[src/plcr_pkg.sv]
/*
 * package for the root port link capability report: field layout, fixed codes
 * and maximum width codes.
 * assumes the surrounding configuration space decodes the device; plcr_link_cap decodes the function.
 */
// What this block does
// RULE1: bits 17:15 read as a fixed deep idle exit latency code of 7h, the maximum.
// RULE2: the deep idle latency code doubles per step from under 1 us at 000 to over 64 us at 111.
// RULE3: bits 14:12 read as a fixed standby exit latency code of 7h, the maximum.
// RULE4: the standby latency code doubles per step from under 64 ns at 000 to over 4 us at 111.
// RULE5: bits 11:10 read as 01, standby entry supported.
// RULE6: the port never starts standby entry itself but lets the downstream device do so.
// RULE7: bits 9:4 hold the six-bit maximum width code, x1, x4, x8 or x16.
// RULE8: ports 0,3,5,7 report x4, ports 2,6 report x8 and port 4 reports x16.
// RULE9: bits 3:0 read as 0001, 2.5 Gb/s.
// RULE10: merged ports are controlled through the lower-numbered port's registers.
// RULE11: the register sits at configuration offset 78h of function 0 of each root port.
// RULE12: bits 31:24 hold the port number, written once and then frozen.
// RULE13: writes to the read-only capability fields are ignored.
package plcr_pkg;
   // ==========================================================
   // register location
   localparam logic [7:0]  CAP_OFFSET      = 8'h78;
   localparam logic [2:0]  CAP_FUNCTION    = 3'h0;
   // ==========================================================
   // field positions
   localparam int          PORT_NUM_LSB    = 24;
   localparam int          DEEP_LAT_LSB    = 15;
   localparam int          STBY_LAT_LSB    = 12;
   localparam int          PM_SUP_LSB      = 10;
   localparam int          WIDTH_LSB       = 4;
   localparam int          SPEED_LSB       = 0;
   // ==========================================================
   // fixed codes
   localparam logic [2:0]  DEEP_LAT_CODE   = 3'h7;
   localparam logic [2:0]  STBY_LAT_CODE   = 3'h7;
   localparam logic [1:0]  PM_SUP_CODE     = 2'h1;
   localparam logic [3:0]  SPEED_CODE      = 4'h1;
   localparam logic [5:0]  WIDTH_X1        = 6'h01;
   localparam logic [5:0]  WIDTH_X4        = 6'h04;
   localparam logic [5:0]  WIDTH_X8        = 6'h08;
   localparam logic [5:0]  WIDTH_X16       = 6'h10;

   typedef struct packed {
      logic [7:0] port_number;
      logic [5:0] rsvd;
      logic [2:0] deep_idle_exit_latency;
      logic [2:0] standby_exit_latency;
      logic [1:0] active_power_mgmt_support;
      logic [5:0] max_link_width;
      logic [3:0] max_link_speed;
   } plcr_cap_t;

   typedef struct packed {
      logic       rd;
      logic       wr;
      logic [2:0] func;
      logic [7:0] offset;
      logic [3:0] be;
      logic [31:0] wdata;
   } plcr_cfg_t;
endpackage : plcr_pkg

[src/plcr_link_cap.sv]
/*
 * link capability report for one root port; PORT_ID selects the width default.
 * assumes a configuration access strobe of one cycle, already routed to this
 * device (merged links route to the lower port upstream of here).
 */
`timescale 1ns/1ps
module plcr_link_cap #(
   parameter logic [7:0] PORT_ID = 8'h00
) (
   // clock and reset
   input  wire logic               clk_in,
   input  wire logic               sys_rst_in,
   // configuration access
   input  wire plcr_pkg::plcr_cfg_t cfg_in,
   // merged with the port below: this port's registers are not answered
   input  wire logic               merged_upper_in,
   // read answer
   output logic                    rd_valid_out,
   output logic [31:0]             rd_data_out,
   // standby entry request from this port, never raised
   output logic                    standby_init_out
);
   // ==========================================================
   // access decode
   wire logic       offset_match;
   wire logic       func_match;
   wire logic       port_owns_access;
   wire logic       hit;
   wire logic       rd_hit;
   wire logic       wr_hit;
   wire logic       wr_pn;

   assign offset_match     = (cfg_in.offset == plcr_pkg::CAP_OFFSET); // see RULE11
   assign func_match       = (cfg_in.func == plcr_pkg::CAP_FUNCTION); // see RULE11
   // the upper half of a merged link stays silent, the lower port answers for both
   assign port_owns_access = !merged_upper_in;                        // see RULE10
   assign hit              = offset_match && func_match && port_owns_access;
   assign rd_hit           = cfg_in.rd && hit;
   assign wr_hit           = cfg_in.wr && hit;
   // only the top byte lane carries writable bits
   assign wr_pn            = wr_hit && cfg_in.be[3];

   // ==========================================================
   // maximum width default per port
   wire logic       port_is_x16;
   wire logic       port_is_x8;
   wire logic [5:0] width_dflt;

   assign port_is_x16 = (PORT_ID == 8'h04);
   assign port_is_x8  = (PORT_ID == 8'h02) || (PORT_ID == 8'h06);
   // every other port, port 1 included, falls back to x4
   assign width_dflt  = port_is_x16 ? plcr_pkg::WIDTH_X16 :
                        port_is_x8  ? plcr_pkg::WIDTH_X8  :
                                      plcr_pkg::WIDTH_X4; // see RULE8 see RULE7

   // ==========================================================
   // port number, written once after reset
   logic [7:0]      pn_r;
   logic [7:0]      pn_nxt;
   logic            pn_lock_r;
   logic            pn_lock_nxt;
   wire logic       pn_take;

   assign pn_take     = wr_pn && !pn_lock_r; // see RULE12
   assign pn_nxt      = pn_take ? cfg_in.wdata[plcr_pkg::PORT_NUM_LSB +: 8] : pn_r;
   assign pn_lock_nxt = pn_lock_r || pn_take;

   always_ff @(posedge clk_in)
   begin
      if (sys_rst_in)
      begin
         pn_r      <= PORT_ID;
         pn_lock_r <= 1'b0;
      end
      else
      begin
         pn_r      <= pn_nxt;
         pn_lock_r <= pn_lock_nxt;
      end
   end

   // ==========================================================
   // register image
   plcr_pkg::plcr_cap_t cap;

   // fixed fields never take write data
   always_comb
   begin
      cap.port_number               = pn_r;
      cap.rsvd                      = 6'h00;
      cap.deep_idle_exit_latency    = plcr_pkg::DEEP_LAT_CODE; // see RULE1 see RULE2 see RULE13
      cap.standby_exit_latency      = plcr_pkg::STBY_LAT_CODE; // see RULE3 see RULE4
      cap.active_power_mgmt_support = plcr_pkg::PM_SUP_CODE;   // see RULE5
      cap.max_link_width            = width_dflt;
      cap.max_link_speed            = plcr_pkg::SPEED_CODE;    // see RULE9
   end

   assign standby_init_out = 1'b0; // see RULE6

   // ==========================================================
   // read answer, one cycle after the access
   logic            rd_valid_r;
   logic            rd_valid_nxt;
   logic [31:0]     rd_data_r;
   logic [31:0]     rd_data_nxt;

   assign rd_valid_nxt = rd_hit; // see RULE11
   // data is zero between answers so a stray strobe cannot show old contents
   assign rd_data_nxt  = rd_hit ? cap : 32'h0000_0000;

   always_ff @(posedge clk_in)
   begin
      if (sys_rst_in)
      begin
         rd_valid_r <= 1'b0;
         rd_data_r  <= 32'h0000_0000;
      end
      else
      begin
         rd_valid_r <= rd_valid_nxt;
         rd_data_r  <= rd_data_nxt;
      end
   end

   assign rd_valid_out = rd_valid_r;
   assign rd_data_out  = rd_data_r;

   // ==========================================================
   // checks: reset
   rst_quiet_a: assert property (@(posedge clk_in) // see RULE11
      sys_rst_in |=>
         (!rd_valid_out && (rd_data_out == 32'h0000_0000)))
      else $error("answer seen after reset");

   rst_pn_default_a: assert property (@(posedge clk_in) // see RULE12
      sys_rst_in |=>
         ((pn_r == PORT_ID) && !pn_lock_r))
      else $error("port number not back to its default");

   standby_rst_a: assert property (@(posedge clk_in) // see RULE6
      sys_rst_in |->
         !standby_init_out)
      else $error("standby request during reset");

   // ==========================================================
   // checks: fixed fields
   deep_lat_fixed_a: assert property (@(posedge clk_in) disable iff (sys_rst_in) // see RULE1
      rd_valid_out |->
         (rd_data_out[plcr_pkg::DEEP_LAT_LSB +: 3] == plcr_pkg::DEEP_LAT_CODE))
      else $error("deep idle latency code wrong");

   deep_lat_top_a: assert property (@(posedge clk_in) disable iff (sys_rst_in) // see RULE2
      rd_valid_out |->
         (&rd_data_out[plcr_pkg::DEEP_LAT_LSB +: 3]))
      else $error("deep idle latency below the top range");

   stby_lat_fixed_a: assert property (@(posedge clk_in) disable iff (sys_rst_in) // see RULE3
      rd_valid_out |->
         (rd_data_out[plcr_pkg::STBY_LAT_LSB +: 3] == plcr_pkg::STBY_LAT_CODE))
      else $error("standby latency code wrong");

   stby_lat_top_a: assert property (@(posedge clk_in) disable iff (sys_rst_in) // see RULE4
      rd_valid_out |->
         (&rd_data_out[plcr_pkg::STBY_LAT_LSB +: 3]))
      else $error("standby latency below the top range");

   pm_sup_fixed_a: assert property (@(posedge clk_in) disable iff (sys_rst_in) // see RULE5
      rd_valid_out |->
         (rd_data_out[plcr_pkg::PM_SUP_LSB +: 2] == plcr_pkg::PM_SUP_CODE))
      else $error("power management support code wrong");

   pm_sup_legal_a: assert property (@(posedge clk_in) disable iff (sys_rst_in) // see RULE5
      rd_valid_out |->
         (rd_data_out[plcr_pkg::PM_SUP_LSB +: 2] != 2'h2))
      else $error("reserved power management code read");

   speed_fixed_a: assert property (@(posedge clk_in) disable iff (sys_rst_in) // see RULE9
      rd_valid_out |->
         (rd_data_out[plcr_pkg::SPEED_LSB +: 4] == plcr_pkg::SPEED_CODE))
      else $error("speed code wrong");

   rsvd_zero_a: assert property (@(posedge clk_in) disable iff (sys_rst_in) // see RULE13
      rd_valid_out |->
         (rd_data_out[(plcr_pkg::DEEP_LAT_LSB + 3) +: 6] == 6'h00))
      else $error("reserved bits not zero");

   fixed_low_a: assert property (@(posedge clk_in) disable iff (sys_rst_in) // see RULE13
      rd_valid_out |->
         (rd_data_out[plcr_pkg::PORT_NUM_LSB - 1:0] ==
          {6'h00, plcr_pkg::DEEP_LAT_CODE, plcr_pkg::STBY_LAT_CODE,
           plcr_pkg::PM_SUP_CODE, width_dflt, plcr_pkg::SPEED_CODE}))
      else $error("read-only fields changed");

   // ==========================================================
   // checks: width
   width_code_a: assert property (@(posedge clk_in) disable iff (sys_rst_in) // see RULE8
      rd_valid_out |->
         (rd_data_out[plcr_pkg::WIDTH_LSB +: 6] == width_dflt))
      else $error("width default wrong for this port");

   width_onehot_a: assert property (@(posedge clk_in) disable iff (sys_rst_in) // see RULE7
      rd_valid_out |->
         $onehot(rd_data_out[plcr_pkg::WIDTH_LSB +: 6]))
      else $error("width code not one-hot");

   width_legal_a: assert property (@(posedge clk_in) disable iff (sys_rst_in) // see RULE7
      rd_valid_out |->
         ((rd_data_out[plcr_pkg::WIDTH_LSB +: 6] == plcr_pkg::WIDTH_X1) ||
          (rd_data_out[plcr_pkg::WIDTH_LSB +: 6] == plcr_pkg::WIDTH_X4) ||
          (rd_data_out[plcr_pkg::WIDTH_LSB +: 6] == plcr_pkg::WIDTH_X8) ||
          (rd_data_out[plcr_pkg::WIDTH_LSB +: 6] == plcr_pkg::WIDTH_X16)))
      else $error("reserved width code read");

   // ==========================================================
   // checks: standby entry
   no_standby_init_a: assert property (@(posedge clk_in) disable iff (sys_rst_in) // see RULE6
      1'b1 |->
         !standby_init_out)
      else $error("standby initiated");

   // ==========================================================
   // checks: answer timing
   read_timing_a: assert property (@(posedge clk_in) disable iff (sys_rst_in) // see RULE11
      rd_hit |=>
         rd_valid_out)
      else $error("read not answered");

   read_cause_a: assert property (@(posedge clk_in) disable iff (sys_rst_in) // see RULE11
      rd_valid_out |->
         $past(rd_hit))
      else $error("answer without a read");

   offset_miss_a: assert property (@(posedge clk_in) disable iff (sys_rst_in) // see RULE11
      (cfg_in.rd && !offset_match) |=>
         !rd_valid_out)
      else $error("other offset answered");

   func_miss_a: assert property (@(posedge clk_in) disable iff (sys_rst_in) // see RULE11
      (cfg_in.rd && !func_match) |=>
         !rd_valid_out)
      else $error("other function answered");

   write_silent_a: assert property (@(posedge clk_in) disable iff (sys_rst_in) // see RULE11
      !cfg_in.rd |=>
         !rd_valid_out)
      else $error("answer without a read strobe");

   answer_single_a: assert property (@(posedge clk_in) disable iff (sys_rst_in) // see RULE11
      (rd_valid_out && !rd_hit) |=>
         !rd_valid_out)
      else $error("answer stood too long");

   idle_data_zero_a: assert property (@(posedge clk_in) disable iff (sys_rst_in) // see RULE11
      !rd_valid_out |->
         (rd_data_out == 32'h0000_0000))
      else $error("read data not zero between answers");

   // ==========================================================
   // checks: merged links
   merged_quiet_a: assert property (@(posedge clk_in) disable iff (sys_rst_in) // see RULE10
      merged_upper_in |=>
         !rd_valid_out)
      else $error("merged port answered");

   merged_pn_kept_a: assert property (@(posedge clk_in) disable iff (sys_rst_in) // see RULE10
      merged_upper_in |=>
         $stable(pn_r))
      else $error("merged port took a write");

   merged_lock_kept_a: assert property (@(posedge clk_in) disable iff (sys_rst_in) // see RULE10
      merged_upper_in |=>
         $stable(pn_lock_r))
      else $error("merged port locked its number");

   // ==========================================================
   // checks: port number
   pn_frozen_a: assert property (@(posedge clk_in) disable iff (sys_rst_in) // see RULE12
      pn_lock_r |=>
         $stable(pn_r))
      else $error("port number changed");

   pn_first_write_a: assert property (@(posedge clk_in) disable iff (sys_rst_in) // see RULE12
      pn_take |=>
         ((pn_r == $past(cfg_in.wdata[plcr_pkg::PORT_NUM_LSB +: 8])) && pn_lock_r))
      else $error("first port number write lost");

   pn_hold_a: assert property (@(posedge clk_in) disable iff (sys_rst_in) // see RULE12
      !pn_take |=>
         $stable(pn_r))
      else $error("port number moved without a write");

   pn_reads_back_a: assert property (@(posedge clk_in) disable iff (sys_rst_in) // see RULE12
      rd_valid_out |->
         (rd_data_out[plcr_pkg::PORT_NUM_LSB +: 8] == $past(pn_r)))
      else $error("port number read back wrong");

   pn_lane_a: assert property (@(posedge clk_in) disable iff (sys_rst_in) // see RULE12
      (wr_hit && !cfg_in.be[3]) |=>
         $stable(pn_r))
      else $error("port number written with its lane off");

   lock_sticky_a: assert property (@(posedge clk_in) disable iff (sys_rst_in) // see RULE12
      pn_lock_r |=>
         pn_lock_r)
      else $error("port number lock dropped");
endmodule : plcr_link_cap

[config.mk]
export PLATFORM = sky130hd
export DESIGN_NAME = plcr_link_cap
export DESIGN_NICKNAME = d
export VERILOG_FILES = /design/src/plcr_pkg.sv /design/src/plcr_link_cap.sv
export SDC_FILE = /design/constraint.sdc
export NUM_CORES = 1
export LEC_CHECK = 0
export ABC_CLOCK_PERIOD_IN_PS = 2200
export BUFFER_PORTS_ARGS = -buffer_cell sky130_fd_sc_hd__buf_2
export CORE_MARGIN = 2
export CORE_UTILIZATION = 35
export CTS_CLUSTER_DIAMETER = 80
export DETAILED_ROUTE_END_ITERATION = 8
export PLACE_DENSITY_LB_ADDON = 0.15
export SLEW_MARGIN = 20
export SYNTH_ARGS = -nofsm -noshare
export SYNTH_HDL_FRONTEND = slang
export SYNTH_SLANG_ARGS = --single-unit
export TNS_END_PERCENT = 5
[constraint.sdc]
create_clock -name clk_in -period 2.2 [get_ports clk_in]
set_clock_uncertainty 0.05 [all_clocks]
set_input_delay 0.55 -clock clk_in [delete_from_list [all_inputs] [get_ports clk_in]]
set_output_delay 0.55 -clock clk_in [all_outputs]
set_load 0.05 [all_outputs]
==> impl_metrics.yaml <==
synthesis:
  synth_area_leaders: "dfxtp_1 40%, buf_4 21%, nand2b_1 12%"
  ys_async_sr_fraction_pct: 0
  ys_seq_area_share_pct: 40.39
  syn_area_per_cell_um2: 10.14
  ys_ff_latch: 18
  synth_ff_type: "dfxtp_1"
  syn_inst: 88
  ys_types: 16
  yosys-top-cells-count: "25 x buf_4, 18 x dfxtp_1, 17 x nand2b_1"
  yosysWarnings: 0
  synth_edf_count: 0
  synth_area_um2: 892.1
  yosysTopAreaCell: "dfxtp_1"
  synth_top_cell_area_share_pct: 40.39
  synth.most_common_cell: "buf_4"
setup_path:
  worstPathBufferInverterCount: 2
  cp_max_fo: 8
  arrival_ps: 1890
  slowest_stage: "or4b_4"
  r2r_start: "pn_lock_r"
  max_stage_delay_ps: 560
  path_class: "input port to flip-flop"
  worstSetupEndpointType: "flip-flop"
  worstSetupStartpoint: "cfg_in[43]"
  cp_top_family: "simple AND/OR/NAND/NOR gates"
  crit_chain: "buf_2 > or4b_4 > nor4_4 > buf_12 > mux2i_1"
  required_ps: 2380
  start_kind: "input port"
sta:
  max_freq_mhz: 582.9
  slew_violations: 0
  fin_setup_tns_ps: 0
  timing.final.hold_violations: 0
  grt_setup_unrepaired: "false"
  setup_viol: 0
  setup_ws_ps: 484.4
  fin_crit_sh_pct: 77.98
  fin_crit_ps: 1716
  holdWs_ps: 401.0
clock_tree:
  cts_hold_buf: 0
  post_cts_buffers: 0
  cts_made_buffers: 3
  cts_tree: "done"
  clk_pin_slew_ps: 100
  clk_latency_ps: 290
  root_buffer: "clkbuf_4"
  htree_levels: 1
  clk_path_buf_depth: 2
  numClockSinks: 18
  ctsResizeCount: 0
pwr:
  power.leakage_nw: 0.5238
  power_density_mw_per_mm2: 585.1
  power.total_uw: 625.2
  ir_drop_mv: 0.3776
floorplan:
  io_pins: 86
  die_w_um: 54.49
  placementRows: 18
  coreArea_mm2: 0.002455
  die-area_mm2: 0.002969
  die_y_um: 54.49
  initial_core_util_pct: 36.34
route:
  drc: 0
  ant_nets: 0
  wl_mm: 1.298
  drt-vias-per-instance: 3.916
  first_pass_iters: 1
  wl_per_cell_um: 8.374
  dr_total_vias: 607
  drtIter0Drc: 0
grt:
  gr-total-overflow: 0
  first_global_vias: 512
  antenna_found_initial: 0
  grt_pass1_wl_mm: 2.090
  track_usage_pct: 10.37
  grt_max_degree: 19
finish:
  area_growth_pct: 19.78
  diodes: 0
  layoutNonFillerInstCount: 155
  drive_above_1_share_pct: 41.60
  fin_nets: 178
place:
  pre_cts_slack_ps: 153.0
  port_buffers: 42
  dp.cells: 151
  dp_hpwl_um: 993.6
  place_congestion: 0.6225
run:
  drv_cap: 0
status:
  status: "complete, no violations"
min_path:
  hold_start: "pn_lock_r"
  hp-class: "flip-flop to flip-flop"
[worst reg2reg max path: stages, from the launching register on]
cell and delay (ps):
dfxtp_1 320, nand3b_1 190, nor4_4 200, buf_12 180
mux2i_1 170
[area by class of cell]
cell class,count,area (µm²)
clock buffer,4,36.28
fill,265,1386
inverter,1,3.754
multi-input combinational,58,392.9
sequential,18,360.3
tap,30,37.54
timing repair buffer,44,237.7
[registers in the layout (all words and copies together), names as in the netlist]
register     count
pn_r             8
rd_data_out      9
pn_lock_r        1
[placed cells by master (no fill, tap or decap)]
master / instances
nor4_4: 1
nand2b_1: 17
and2_1: 8
buf_12: 1
buf_2: 42
clkbuf_8: 1
nand3b_1: 1
a21oi_1: 1
nor4_2: 1
or4bb_1: 1
dfxtp_1: 18
conb_1: 16
mux2i_1: 8
nand2_1: 1
clkbuf_4: 3
or4b_4: 2
buf_4: 1
or4_1: 1
inv_1: 1
[final timing paths]
path	end	slack [ps]	cells after the start
hold / removal	pn_lock_r	400	2
hold reg to reg	pn_lock_r	400	2
setup reg to reg	pn_r[3]	1030	4
setup / recovery	pn_r[3]	480	5
[cell families (layout without fill, tap and decap cells)]
kind of cell           after synthesis  in the layout  synth area share, %
muxes                                8              8                8.977
DFF                                 18             18                40.39
AOI/OAI and AO/OA                    1              1               0.5605
buffers and inverters               27             49                21.88
and+or+nand+nor                     33             33                27.77
other                                1             16               0.4204
[routing by layer]
layer | vias up | GRT usage [%] | wire length [µm]
met2 | 41 | 17.07 | 582
li1 | 318 | - | -
met3 | 4 | 4.918 | 157
met5 | - | 0 | 0
met1 | 244 | 11.11 | 537
met4 | 0 | 5.000 | 21
[through the flow]
stage               instance area (µm²)  util (%)
floorplan                         948.4         -
global placement                   1032     42.05
detailed placement                 1032     42.05
CTS                                1069     43.53
global route                       1069     43.53
finish                             1069     43.53
[power by group]
group / internal [mW] / switching [mW] / total [mW]
Sequential: 0.326 / 0.00000655 / 0.326
Combinational: 0.0242 / 0.0734 / 0.0977
Clock: 0.101 / 0.101 / 0.202
Total: 0.451 / 0.174 / 0.625
Note: power is estimated with default switching activity, not from simulation.
